`src/flag_clear_pkg.sv`:
```
/*
  Constants and types for the read-to-clear flag logic of a two-wire serial controller.
  Assumes a simple peripheral read port with a one-cycle read strobe.

*/

package flag_clear_pkg;

  localparam logic [31:0] global_flag_clear_addr       = 32'h5000_1440;
  localparam logic [31:0] receive_underflow_clear_addr = 32'h5000_1444;
  localparam logic [31:0] receive_overflow_clear_addr  = 32'h5000_1448;
  localparam logic [31:0] transmit_overflow_clear_addr = 32'h5000_144c;
  localparam logic [31:0] read_request_clear_addr      = 32'h5000_1450;
  localparam logic [31:0] transmit_abort_clear_addr    = 32'h5000_1454;
  localparam logic [31:0] receive_done_clear_addr      = 32'h5000_1458;
  localparam logic [31:0] bus_activity_clear_addr      = 32'h5000_145c;
  localparam logic [31:0] stop_condition_seen_clear_addr = 32'h5000_1460;

  localparam int rx_under_bit  = 0;
  localparam int rx_over_bit   = 1;
  localparam int rx_full_bit   = 2;
  localparam int tx_over_bit   = 3;
  localparam int tx_empty_bit  = 4;
  localparam int rd_req_bit    = 5;
  localparam int tx_abort_bit  = 6;
  localparam int rx_done_bit   = 7;
  localparam int activity_bit  = 8;
  localparam int stop_seen_bit = 9;
  localparam int abort_keep_bit = 9;

  localparam int raw_width    = 12;
  localparam int reason_width = 16;
  localparam int data_width   = 16;

  localparam logic [raw_width-1:0]    raw_reset    = 12'h000;
  localparam logic [reason_width-1:0] reason_reset = 16'h0000;
  localparam logic [data_width-1:0]   data_reset   = 16'h0000;

  // Soft-clearable raw flags (threshold flags and upper bits 10-11 excluded)
  localparam logic [raw_width-1:0] soft_mask = 12'h3eb;

  typedef struct packed {
    logic [raw_width-1:0] set;
    logic [reason_width-1:0] reason;
  } event_t;

  typedef struct packed {
    logic rx_full;
    logic tx_empty;
  } level_t;

endpackage

```
`src/flag_clear.sv`:
```
/*
  Raw flag register, abort reason register and read-to-clear decode.
  Assumes events and levels arrive synchronous to clk_in; the read
  strobe is one cycle per access.
*/
`timescale 1ns/1ps
`default_nettype none

module flag_clear (
  input  wire logic                                     clk_in,
  input  wire logic                                     nrst_in,
  input  wire logic                                     rd_in,
  input  wire logic [31:0]                              addr_in,
  output logic      [flag_clear_pkg::data_width-1:0]    rdata_out,
  input  wire flag_clear_pkg::event_t                   event_in,
  input  wire flag_clear_pkg::level_t                   level_in,
  input  wire logic                                     enable_in,
  input  wire logic                                     active_in,
  input  wire logic                                     read_served_in,
  output logic      [flag_clear_pkg::raw_width-1:0]     raw_flags_out,
  output logic      [flag_clear_pkg::reason_width-1:0]  abort_reason_out,
  output logic                                          combined_flag_out,
  output logic                                          tx_flush_out,
  output logic                                          scl_hold_out
);

  logic                                     rst_meta;
  logic                                     rst_sync_n;
  logic [flag_clear_pkg::raw_width-1:0]     raw;
  logic [flag_clear_pkg::reason_width-1:0]  reason;
  logic                                     idle_off;
  logic                                     under_flag;
  logic                                     over_flag;
  logic                                     full_flag;
  logic                                     tx_over_flag;
  logic                                     empty_flag;
  logic                                     request_flag;
  logic                                     abort_flag;
  logic                                     done_flag;
  logic                                     activity_flag;
  logic                                     stop_flag;
  logic [1:0]                               upper_flags;
  logic [flag_clear_pkg::raw_width-1:0]     clr;
  logic                                     clr_all;
  logic                                     clr_reason;
  logic [flag_clear_pkg::data_width-1:0]    next_rdata;

  function automatic logic hit(input logic [31:0] a, input logic [31:0] r);
    hit = (a == r);
  endfunction

  // Set wins over clear in the same cycle
  function automatic logic flag_step(input logic cur, input logic set, input logic clear);
    flag_step = set || (cur && !clear);
  endfunction

  always_ff @(posedge clk_in or negedge nrst_in)
  begin
    if (!nrst_in)
    begin
      rst_meta   <= 1'b0;
      rst_sync_n <= 1'b0;
    end
    else
    begin
      rst_meta   <= 1'b1;
      rst_sync_n <= rst_meta;
    end
  end

  // Clear decode, acts in the read cycle
  always_comb
  begin
    clr = '0;
    clr_all = rd_in && hit(addr_in, flag_clear_pkg::global_flag_clear_addr);
    if (clr_all)
      clr = flag_clear_pkg::soft_mask;
    else if (rd_in && hit(addr_in, flag_clear_pkg::receive_underflow_clear_addr))
      clr[flag_clear_pkg::rx_under_bit] = 1'b1;
    else if (rd_in && hit(addr_in, flag_clear_pkg::receive_overflow_clear_addr))
      clr[flag_clear_pkg::rx_over_bit] = 1'b1;
    else if (rd_in && hit(addr_in, flag_clear_pkg::transmit_overflow_clear_addr))
      clr[flag_clear_pkg::tx_over_bit] = 1'b1;
    else if (rd_in && hit(addr_in, flag_clear_pkg::read_request_clear_addr))
      clr[flag_clear_pkg::rd_req_bit] = 1'b1;
    else if (rd_in && hit(addr_in, flag_clear_pkg::transmit_abort_clear_addr))
      clr[flag_clear_pkg::tx_abort_bit] = 1'b1;
    else if (rd_in && hit(addr_in, flag_clear_pkg::receive_done_clear_addr))
      clr[flag_clear_pkg::rx_done_bit] = 1'b1;
    else if (rd_in && hit(addr_in, flag_clear_pkg::bus_activity_clear_addr))
      clr[flag_clear_pkg::activity_bit] = 1'b1;
    else if (rd_in && hit(addr_in, flag_clear_pkg::stop_condition_seen_clear_addr))
      clr[flag_clear_pkg::stop_seen_bit] = 1'b1;
    clr_reason = clr[flag_clear_pkg::tx_abort_bit]
                 && !reason[flag_clear_pkg::abort_keep_bit];
  end

  // Disabled and idle: receive underflow/overflow, transmit overflow and activity flags drop on their own
  assign idle_off = !enable_in && !active_in;

  // Receive underflow flag
  always_ff @(posedge clk_in or negedge rst_sync_n)
  begin
    if (!rst_sync_n)
    begin
      under_flag <= flag_clear_pkg::raw_reset[flag_clear_pkg::rx_under_bit];
    end
    else
    begin
      under_flag <= flag_step(under_flag, event_in.set[flag_clear_pkg::rx_under_bit],
        clr[flag_clear_pkg::rx_under_bit] || idle_off);
    end
  end

  // Receive overflow flag
  always_ff @(posedge clk_in or negedge rst_sync_n)
  begin
    if (!rst_sync_n)
    begin
      over_flag <= flag_clear_pkg::raw_reset[flag_clear_pkg::rx_over_bit];
    end
    else
    begin
      over_flag <= flag_step(over_flag, event_in.set[flag_clear_pkg::rx_over_bit],
        clr[flag_clear_pkg::rx_over_bit] || idle_off);
    end
  end

  // Transmit overflow flag
  always_ff @(posedge clk_in or negedge rst_sync_n)
  begin
    if (!rst_sync_n)
    begin
      tx_over_flag <= flag_clear_pkg::raw_reset[flag_clear_pkg::tx_over_bit];
    end
    else
    begin
      tx_over_flag <= flag_step(tx_over_flag, event_in.set[flag_clear_pkg::tx_over_bit],
        clr[flag_clear_pkg::tx_over_bit] || idle_off);
    end
  end

  // Remote read request flag
  always_ff @(posedge clk_in or negedge rst_sync_n)
  begin
    if (!rst_sync_n)
    begin
      request_flag <= flag_clear_pkg::raw_reset[flag_clear_pkg::rd_req_bit];
    end
    else
    begin
      request_flag <= flag_step(request_flag, event_in.set[flag_clear_pkg::rd_req_bit],
        clr[flag_clear_pkg::rd_req_bit]);
    end
  end

  // Transmit abort flag, also holds the transmit buffer flushed
  always_ff @(posedge clk_in or negedge rst_sync_n)
  begin
    if (!rst_sync_n)
    begin
      abort_flag <= flag_clear_pkg::raw_reset[flag_clear_pkg::tx_abort_bit];
    end
    else
    begin
      abort_flag <= flag_step(abort_flag, event_in.set[flag_clear_pkg::tx_abort_bit],
        clr[flag_clear_pkg::tx_abort_bit]);
    end
  end

  // Receive done flag
  always_ff @(posedge clk_in or negedge rst_sync_n)
  begin
    if (!rst_sync_n)
    begin
      done_flag <= flag_clear_pkg::raw_reset[flag_clear_pkg::rx_done_bit];
    end
    else
    begin
      done_flag <= flag_step(done_flag, event_in.set[flag_clear_pkg::rx_done_bit],
        clr[flag_clear_pkg::rx_done_bit]);
    end
  end

  // Stop condition flag
  always_ff @(posedge clk_in or negedge rst_sync_n)
  begin
    if (!rst_sync_n)
    begin
      stop_flag <= flag_clear_pkg::raw_reset[flag_clear_pkg::stop_seen_bit];
    end
    else
    begin
      stop_flag <= flag_step(stop_flag, event_in.set[flag_clear_pkg::stop_seen_bit],
        clr[flag_clear_pkg::stop_seen_bit]);
    end
  end

  // Activity flag: busy bus keeps it set through a clear
  always_ff @(posedge clk_in or negedge rst_sync_n)
  begin
    if (!rst_sync_n)
    begin
      activity_flag <= flag_clear_pkg::raw_reset[flag_clear_pkg::activity_bit];
    end
    else
    begin
      activity_flag <= flag_step(activity_flag,
        event_in.set[flag_clear_pkg::activity_bit] || active_in,
        clr[flag_clear_pkg::activity_bit] || idle_off);
    end
  end

  // Receive threshold level, dropped while disabled
  always_ff @(posedge clk_in or negedge rst_sync_n)
  begin
    if (!rst_sync_n)
    begin
      full_flag <= flag_clear_pkg::raw_reset[flag_clear_pkg::rx_full_bit];
    end
    else
    begin
      full_flag <= level_in.rx_full && enable_in;
    end
  end

  // Transmit threshold level
  always_ff @(posedge clk_in or negedge rst_sync_n)
  begin
    if (!rst_sync_n)
    begin
      empty_flag <= flag_clear_pkg::raw_reset[flag_clear_pkg::tx_empty_bit];
    end
    else
    begin
      empty_flag <= level_in.tx_empty;
    end
  end

  // Upper raw bits, set only, cleared by reset
  always_ff @(posedge clk_in or negedge rst_sync_n)
  begin
    if (!rst_sync_n)
    begin
      upper_flags <=
        flag_clear_pkg::raw_reset[flag_clear_pkg::raw_width-1:flag_clear_pkg::stop_seen_bit+1];
    end
    else
    begin
      upper_flags <= upper_flags |
        event_in.set[flag_clear_pkg::raw_width-1:flag_clear_pkg::stop_seen_bit+1];
    end
  end

  // Abort reason, kept while its keep bit is set
  always_ff @(posedge clk_in or negedge rst_sync_n)
  begin
    if (!rst_sync_n)
    begin
      reason <= flag_clear_pkg::reason_reset;
    end
    else
    begin
      reason <= (clr_reason ? flag_clear_pkg::reason_reset : reason) |
        event_in.reason;
    end
  end

  // Raw status word from the individual flags
  always_comb
  begin
    raw = flag_clear_pkg::raw_reset;
    raw[flag_clear_pkg::rx_under_bit]  = under_flag;
    raw[flag_clear_pkg::rx_over_bit]   = over_flag;
    raw[flag_clear_pkg::rx_full_bit]   = full_flag;
    raw[flag_clear_pkg::tx_over_bit]   = tx_over_flag;
    raw[flag_clear_pkg::tx_empty_bit]  = empty_flag;
    raw[flag_clear_pkg::rd_req_bit]    = request_flag;
    raw[flag_clear_pkg::tx_abort_bit]  = abort_flag;
    raw[flag_clear_pkg::rx_done_bit]   = done_flag;
    raw[flag_clear_pkg::activity_bit]  = activity_flag;
    raw[flag_clear_pkg::stop_seen_bit] = stop_flag;
    raw[flag_clear_pkg::raw_width-1:flag_clear_pkg::stop_seen_bit+1] = upper_flags;
  end

  // Read data: only the activity clear returns status
  always_comb
  begin
    next_rdata = flag_clear_pkg::data_reset;
    if (rd_in && hit(addr_in, flag_clear_pkg::bus_activity_clear_addr))
      next_rdata[0] = raw[flag_clear_pkg::activity_bit];
  end

  always_ff @(posedge clk_in or negedge rst_sync_n)
  begin
    if (!rst_sync_n)
      rdata_out <= flag_clear_pkg::data_reset;
    else
      rdata_out <= next_rdata;
  end

  assign raw_flags_out     = raw;
  assign abort_reason_out  = reason;
  assign combined_flag_out = |raw;
  assign tx_flush_out      = raw[flag_clear_pkg::tx_abort_bit] || !enable_in;
  assign scl_hold_out      = raw[flag_clear_pkg::rd_req_bit] && !read_served_in;

endmodule

`default_nettype wire

```
`config.mk`:
```
export PLATFORM = sky130hd
export DESIGN_NAME = flag_clear
export DESIGN_NICKNAME = d
export VERILOG_FILES = /design/src/flag_clear_pkg.sv /design/src/flag_clear.sv
export SDC_FILE = /design/constraint.sdc
export NUM_CORES = 1
export LEC_CHECK = 0
export BUFFER_PORTS_ARGS = -buffer_cell sky130_fd_sc_hd__buf_2
export CAP_MARGIN = 20
export CORE_MARGIN = 2
export CORE_UTILIZATION = 43
export DETAILED_ROUTE_END_ITERATION = 8
export HOLD_SLACK_MARGIN = 0.06
export MAX_ROUTING_LAYER = met4
export PLACE_DENSITY = 0.86
export SYNTH_ARGS = -nofsm -noshare
export SYNTH_HDL_FRONTEND = slang
export SYNTH_SLANG_ARGS = --single-unit
```
`constraint.sdc`:
```
create_clock -name clk_in -period 2.35 [get_ports clk_in]
set_input_delay 0 -clock clk_in [delete_from_list [all_inputs] [get_ports clk_in]]
set_output_delay 0 -clock clk_in [all_outputs]
set_load 0.005 [all_outputs]
```
After elaboration in Yosys (flattened, before gate mapping)
Index checks and enable logic that the tools add are counted.

Output and inout bits: 47. Word-level logic and storage cells: 97. Bits of input ports: 68. Register bits after elaboration: 31.

Bitwise operators: 2. Reduce and logical (&&, ||, !) cells: 48. Eq/ne operators: 9. Mux-type cells: 23.

Operator list (count): 32-bit by 31-bit equality test with 1-bit output, second input constant (9); 1-bit logical AND (21); 5-bit two-way mux (4); 16-bit two-way mux (1); 16-bit OR (1); 1-bit logical OR (14); 1-bit two-way mux (14); 1-bit logical NOT (12); 12-bit OR reduction (1); 2-bit two-way mux (2); 4-bit two-way mux (1); 3-bit two-way mux (1); 2-bit OR (1).

Logic depth before layout (Yosys ltp)
Word-level depth: 15. Depth in mapped cells: 6. Mapped depth without buffers: 4.

Worst setup path before layout
OpenSTA, ideal clock, no wires.

Path kind: in2reg. Start: input addr_in[14]. End: register reason, in the netlist abort_reason_out[0]. Slack: 0.892 ns. Arrival: 1.340 ns. Required time: 2.232 ns. Setup time: 0.118 ns. Path buffers: 1. Stages: 5. Cell sequence: or4_4 -> nor4_4 -> nand3_4 -> buf_6 -> a21o_1.

Word-level cells in the longest chain between the ends: 11. Elaborated cells between the ends (all ways): 21. Those cells by class: 6 x eq/ne; 7 x mux; 1 x bitwise; 7 x reduce/logical.

RTL lines: start: declaration (line flag_clear.sv:13) `input wire logic [31:0] addr_in,`; 32-bit by 31-bit equality test with 1-bit output (line flag_clear.sv:49) `hit = (a == r);`; 1-bit logical AND (line flag_clear.sv:86) `else if (rd_in && hit(addr_in, flag_clear_pkg::transmit_abort_clear_addr))`; 1-bit two-way mux (line flag_clear.sv:86); 4-bit two-way mux (line flag_clear.sv:84) `else if (rd_in && hit(addr_in, flag_clear_pkg::read_request_clear_addr))`; 5-bit two-way mux (line flag_clear.sv:82) `else if (rd_in && hit(addr_in, flag_clear_pkg::transmit_overflow_clear_addr))`; 5-bit two-way mux (line flag_clear.sv:80) `else if (rd_in && hit(addr_in, flag_clear_pkg::receive_overflow_clear_addr))`; 5-bit two-way mux (line flag_clear.sv:78) `else if (rd_in && hit(addr_in, flag_clear_pkg::receive_underflow_clear_addr))`; 5-bit two-way mux * (line flag_clear.sv:76) `if (clr_all)`; 1-bit logical AND * (line flag_clear.sv:95) `&& !reason[flag_clear_pkg::abort_keep_bit];`; 16-bit two-way mux * (line flag_clear.sv:264) `reason <= (clr_reason ? flag_clear_pkg::reason_reset : reason) |`; 16-bit OR * (line flag_clear.sv:264); end signal: assignment (line flag_clear.sv:260) `reason <= flag_clear_pkg::reason_reset;`; end signal: assignment (line flag_clear.sv:264); end: declaration (line flag_clear.sv:30) `logic [flag_clear_pkg::reason_width-1:0] reason;`.

Every way passes the cells marked *; elsewhere a longest branch is shown, timed or not.

Worst setup path after layout
Start: register activity_flag. End: register activity_flag.

Word-level cells in the longest chain between the ends: 2.

RTL lines: start: declaration (line flag_clear.sv:40) `logic activity_flag;`; start signal: assignment (line flag_clear.sv:204) `activity_flag <= flag_clear_pkg::raw_reset[flag_clear_pkg::activity_bit];`; start signal: assignment (line flag_clear.sv:208) `activity_flag <= flag_step(activity_flag,`; 1-bit logical AND (line flag_clear.sv:54) `flag_step = set || (cur && !clear);`; 1-bit logical OR (line flag_clear.sv:54).

Every way passes these cells.

==> reports/qor.csv <==
stage,metric,value,unit
status,outcome,completed,
cells_and_area,Fillers,290,
place,Final GP Congestion,0.781,
clock_network,Post-CTS Setup Repair Bufs,0,
cells_and_area,share of cells above drive strength 1,43.8,%
place,I/O Buffers,97,
synthesis,Main synth FF type,dfrtp_1,
sta,"Slew Viols, Final",0,
clock_network,clk sink count,31,
clock_network,CTS Root Cell,clkbuf_4,
clock_network,CTS tree,built,
synthesis,multiplexer area fraction after synthesis,0,%
cells_and_area,"commonest non-fill, non-tap cell in the layout",buf_2,
cells_and_area,fin nets,332,
floorplanning,# IOs,115,
pwr,Worst VDD drop,328,uV
sta,fmax,0.506,GHz
cells_and_area,"commonest non-fill, non-tap cells in the layout","97 x buf_2, 36 x dlygate4sd3_1, 31 x dfrtp_1",
sta,RSZ-0062 raised after global routing,no,
routing,vias post-DR,1433,
clock_network,Clock Path Buffers,2,
floorplanning,die width,63.2,microns
floorplanning,cell row count,21,
cells_and_area,number of flip-flops in the largest register,16,
floorplanning,core area,3360,sq um
synthesis,ys async rst share,100,%
pwr,P per Cell Area,431,nW/um^2
pwr,net switching power,0.000243,W
synthesis,Synth Area in Adders,0,%
synthesis,Synth Register Bits,31,
place,DP Wirelength,2770,microns
synthesis,"EDFF count, synth",0,
sta,Setup TNS,0,ps
global_routing,first-pass GRT wire length,6910,microns
synthesis,Synth Area in Simple Gates,20.3,%
sta,fin crit period,1970,ps
pwr,Seq pwr share,55.1,%
synthesis,largest family of logic cells by synthesized area,simple AND/OR/NAND/NOR gates,
clock_network,"CTS clk-pin slew, worst paths",90,ps
job,Max Cap Violations,0,
floorplanning,Starting Density,44.8,%
pwr,P_int,0.000751,W
pwr,clock power share,29.1,%
clock_network,H-tree Lvls,2,
synthesis,Synth Area in XOR/XNOR,1.74,%
global_routing,vias in the first global route,1533,
sta,Tcrit/Tclk final,84.0,%
critical_path,Crit Path Category,reg -> reg,
routing,Vias/cell,4.61,
pwr,total power,0.000994,W
routing,DR DRC count,0,
critical_path,critical path arrival,2180,ps
cells_and_area,Layout area overhead,53.0,%
synthesis,Netlist Area Pre-Place,1510,sq um
clock_network,Num CTS Buffers,5,
floorplanning,Die Y,63.2,microns
synthesis,Syn Area/Cell,10.8,sq um
place,Setup WS pre-CTS,689,ps
critical_path,Worst setup SP type,flop,
synthesis,distinct cell type count after synthesis,32,
floorplanning,DIE AREA,3990,sq um
global_routing,largest net degree at the start of global routing,24,
sta,final hold slack,106,ps
synthesis,Syn. warnings,0,
sta,endpoints failing setup,0,
pwr,Sw Ratio,24.4,%
cells_and_area,Antenna diodes,0,
global_routing,all-layer global routing usage,22.9,%
min_path,Min-Delay Path Class,reg -> async,
routing,DRT Pass-1 Iters,4,
global_routing,initial antenna violation count,0,
sta,final worst slack,375,ps
sta,final clock skew,7.57,ps
global_routing,GRT overflow,0,
pwr,logic gate share of total power,15.8,%
routing,Post-Route WL,4170,microns
routing,"antenna viol nets, final",0,
cells_and_area,final core utilization,68.5,%
sta,final hold viol count,0,
synthesis,"Seq/Total Area, Yosys",51.5,%
synthesis,Synth Area in Compound Gates,11.6,%
critical_path,Crit. End Element,flop,
pwr,leakage,0.994,nW
routing,wire per inst,13.4,microns
critical_path,Required @ worst endpoint,2560,ps
synthesis,Mapped Cells,139,
critical_path,CP Max Fanout,4,
clock_network,later-pin clock latency in the skew report,320,ps
routing,initial drt markers,63,
## per-stage QoR
| stage | instance area [sq um] | instances |
|---|---|---|
| after global placement | 1890 | 267 |
| after CTS | 2300 | 311 |
| after global routing | 2300 | 311 |
| final | 2300 | 311 |
| after floorplan | 1560 | 153 |
| after detailed placement | 1890 | 267 |
## final cells by class
class | count | area, sq um | area share, %
clock buffers | 7 | 45.0 | 1.95
repair buffers | 134 | 853 | 37.0
multi-input cells | 92 | 568 | 24.6
clock inverters | 1 | 5.00 | 0.217
flip-flops and latches | 31 | 776 | 33.7
well taps | 46 | 57.6 | 2.50
## cells by family after synthesis
kind of cell / count (synthesis)
AND/OR/NAND/NOR: 48
flip-flops: 31
buffers and inverters: 30
AO/OA/AOI/OAI: 25
XOR/XNOR: 3
other: 2
## power groups by stage
stage          clock network, W  registers [W]  logic (W)
2_1_floorplan                 0       0.000562  0.0000607
3_3_place_gp                  0       0.000558   0.000106
3_5_place_dp                  0       0.000558   0.000108
4_1_cts                0.000302       0.000548   0.000153
5_1_grt                0.000330       0.000549   0.000174
6_report               0.000289       0.000548   0.000157
## critical path, cell delays in order, from the launching register on
cell	delay, ps
dfrtp_1	440
a211oi_1	230
dlygate4sd3_1	580
a21oi_1	50
dlygate4sd3_1	570
## Yosys cell counts, drive strengths merged, types with 2 or more instances
cell    count  area share, %
nor2       10            2.5
dfrtp      31             51
a21oi       7            2.3
or2         3            1.2
xor2        3            1.7
and2        2           0.91
conb        2           0.50
buf        28             14
a211oi      2            1.0
nor4        6            3.5
clkbuf      2           0.50
nand3       3            1.8
nor2b       4            1.7
or3         3            1.2
nor4b       2            1.2
a21o       15            7.9
nor3        8            2.7
## metal layers
metal,vias up,GRT usage [%],routed length (microns)
met2,56,40.4,2240
met4,0,6.79,38
met3,4,7.50,265
li1,696,-,-
met1,677,24.3,1630
met5,-,-,0
## what timing repair did
| item | in CTS | in global routing |
|---|---|---|
| hold buffers | 36 | 0 |
| gates resized for setup | 0 | 0 |
| hold endpoints to repair | 31 | 0 |
## path summary, 6_finish.rpt
| path | start | endpoint | slack, ps | depth (start not counted) |
|---|---|---|---|---|
| worst min register to register | rst_sync_n$_DFF_PN0_ | abort_reason_out[6]$_DFF_PN0_ | 110 | 0 |
| worst max register to register | activity_flag$_DFF_PN0_ | activity_flag$_DFF_PN0_ | 380 | 4 |
| worst min-delay path | rst_sync_n$_DFF_PN0_ | abort_reason_out[6]$_DFF_PN0_ | 110 | 0 |
| max in group asynchronous | rst_sync_n$_DFF_PN0_ | abort_reason_out[11]$_DFF_PN0_ | 1650 | 1 |
| worst max-delay path | activity_flag$_DFF_PN0_ | activity_flag$_DFF_PN0_ | 380 | 4 |
| min in group clk_in | addr_in[8] | stop_flag$_DFF_PN0_ | 110 | 4 |
(Power assumes the default switching activity.)
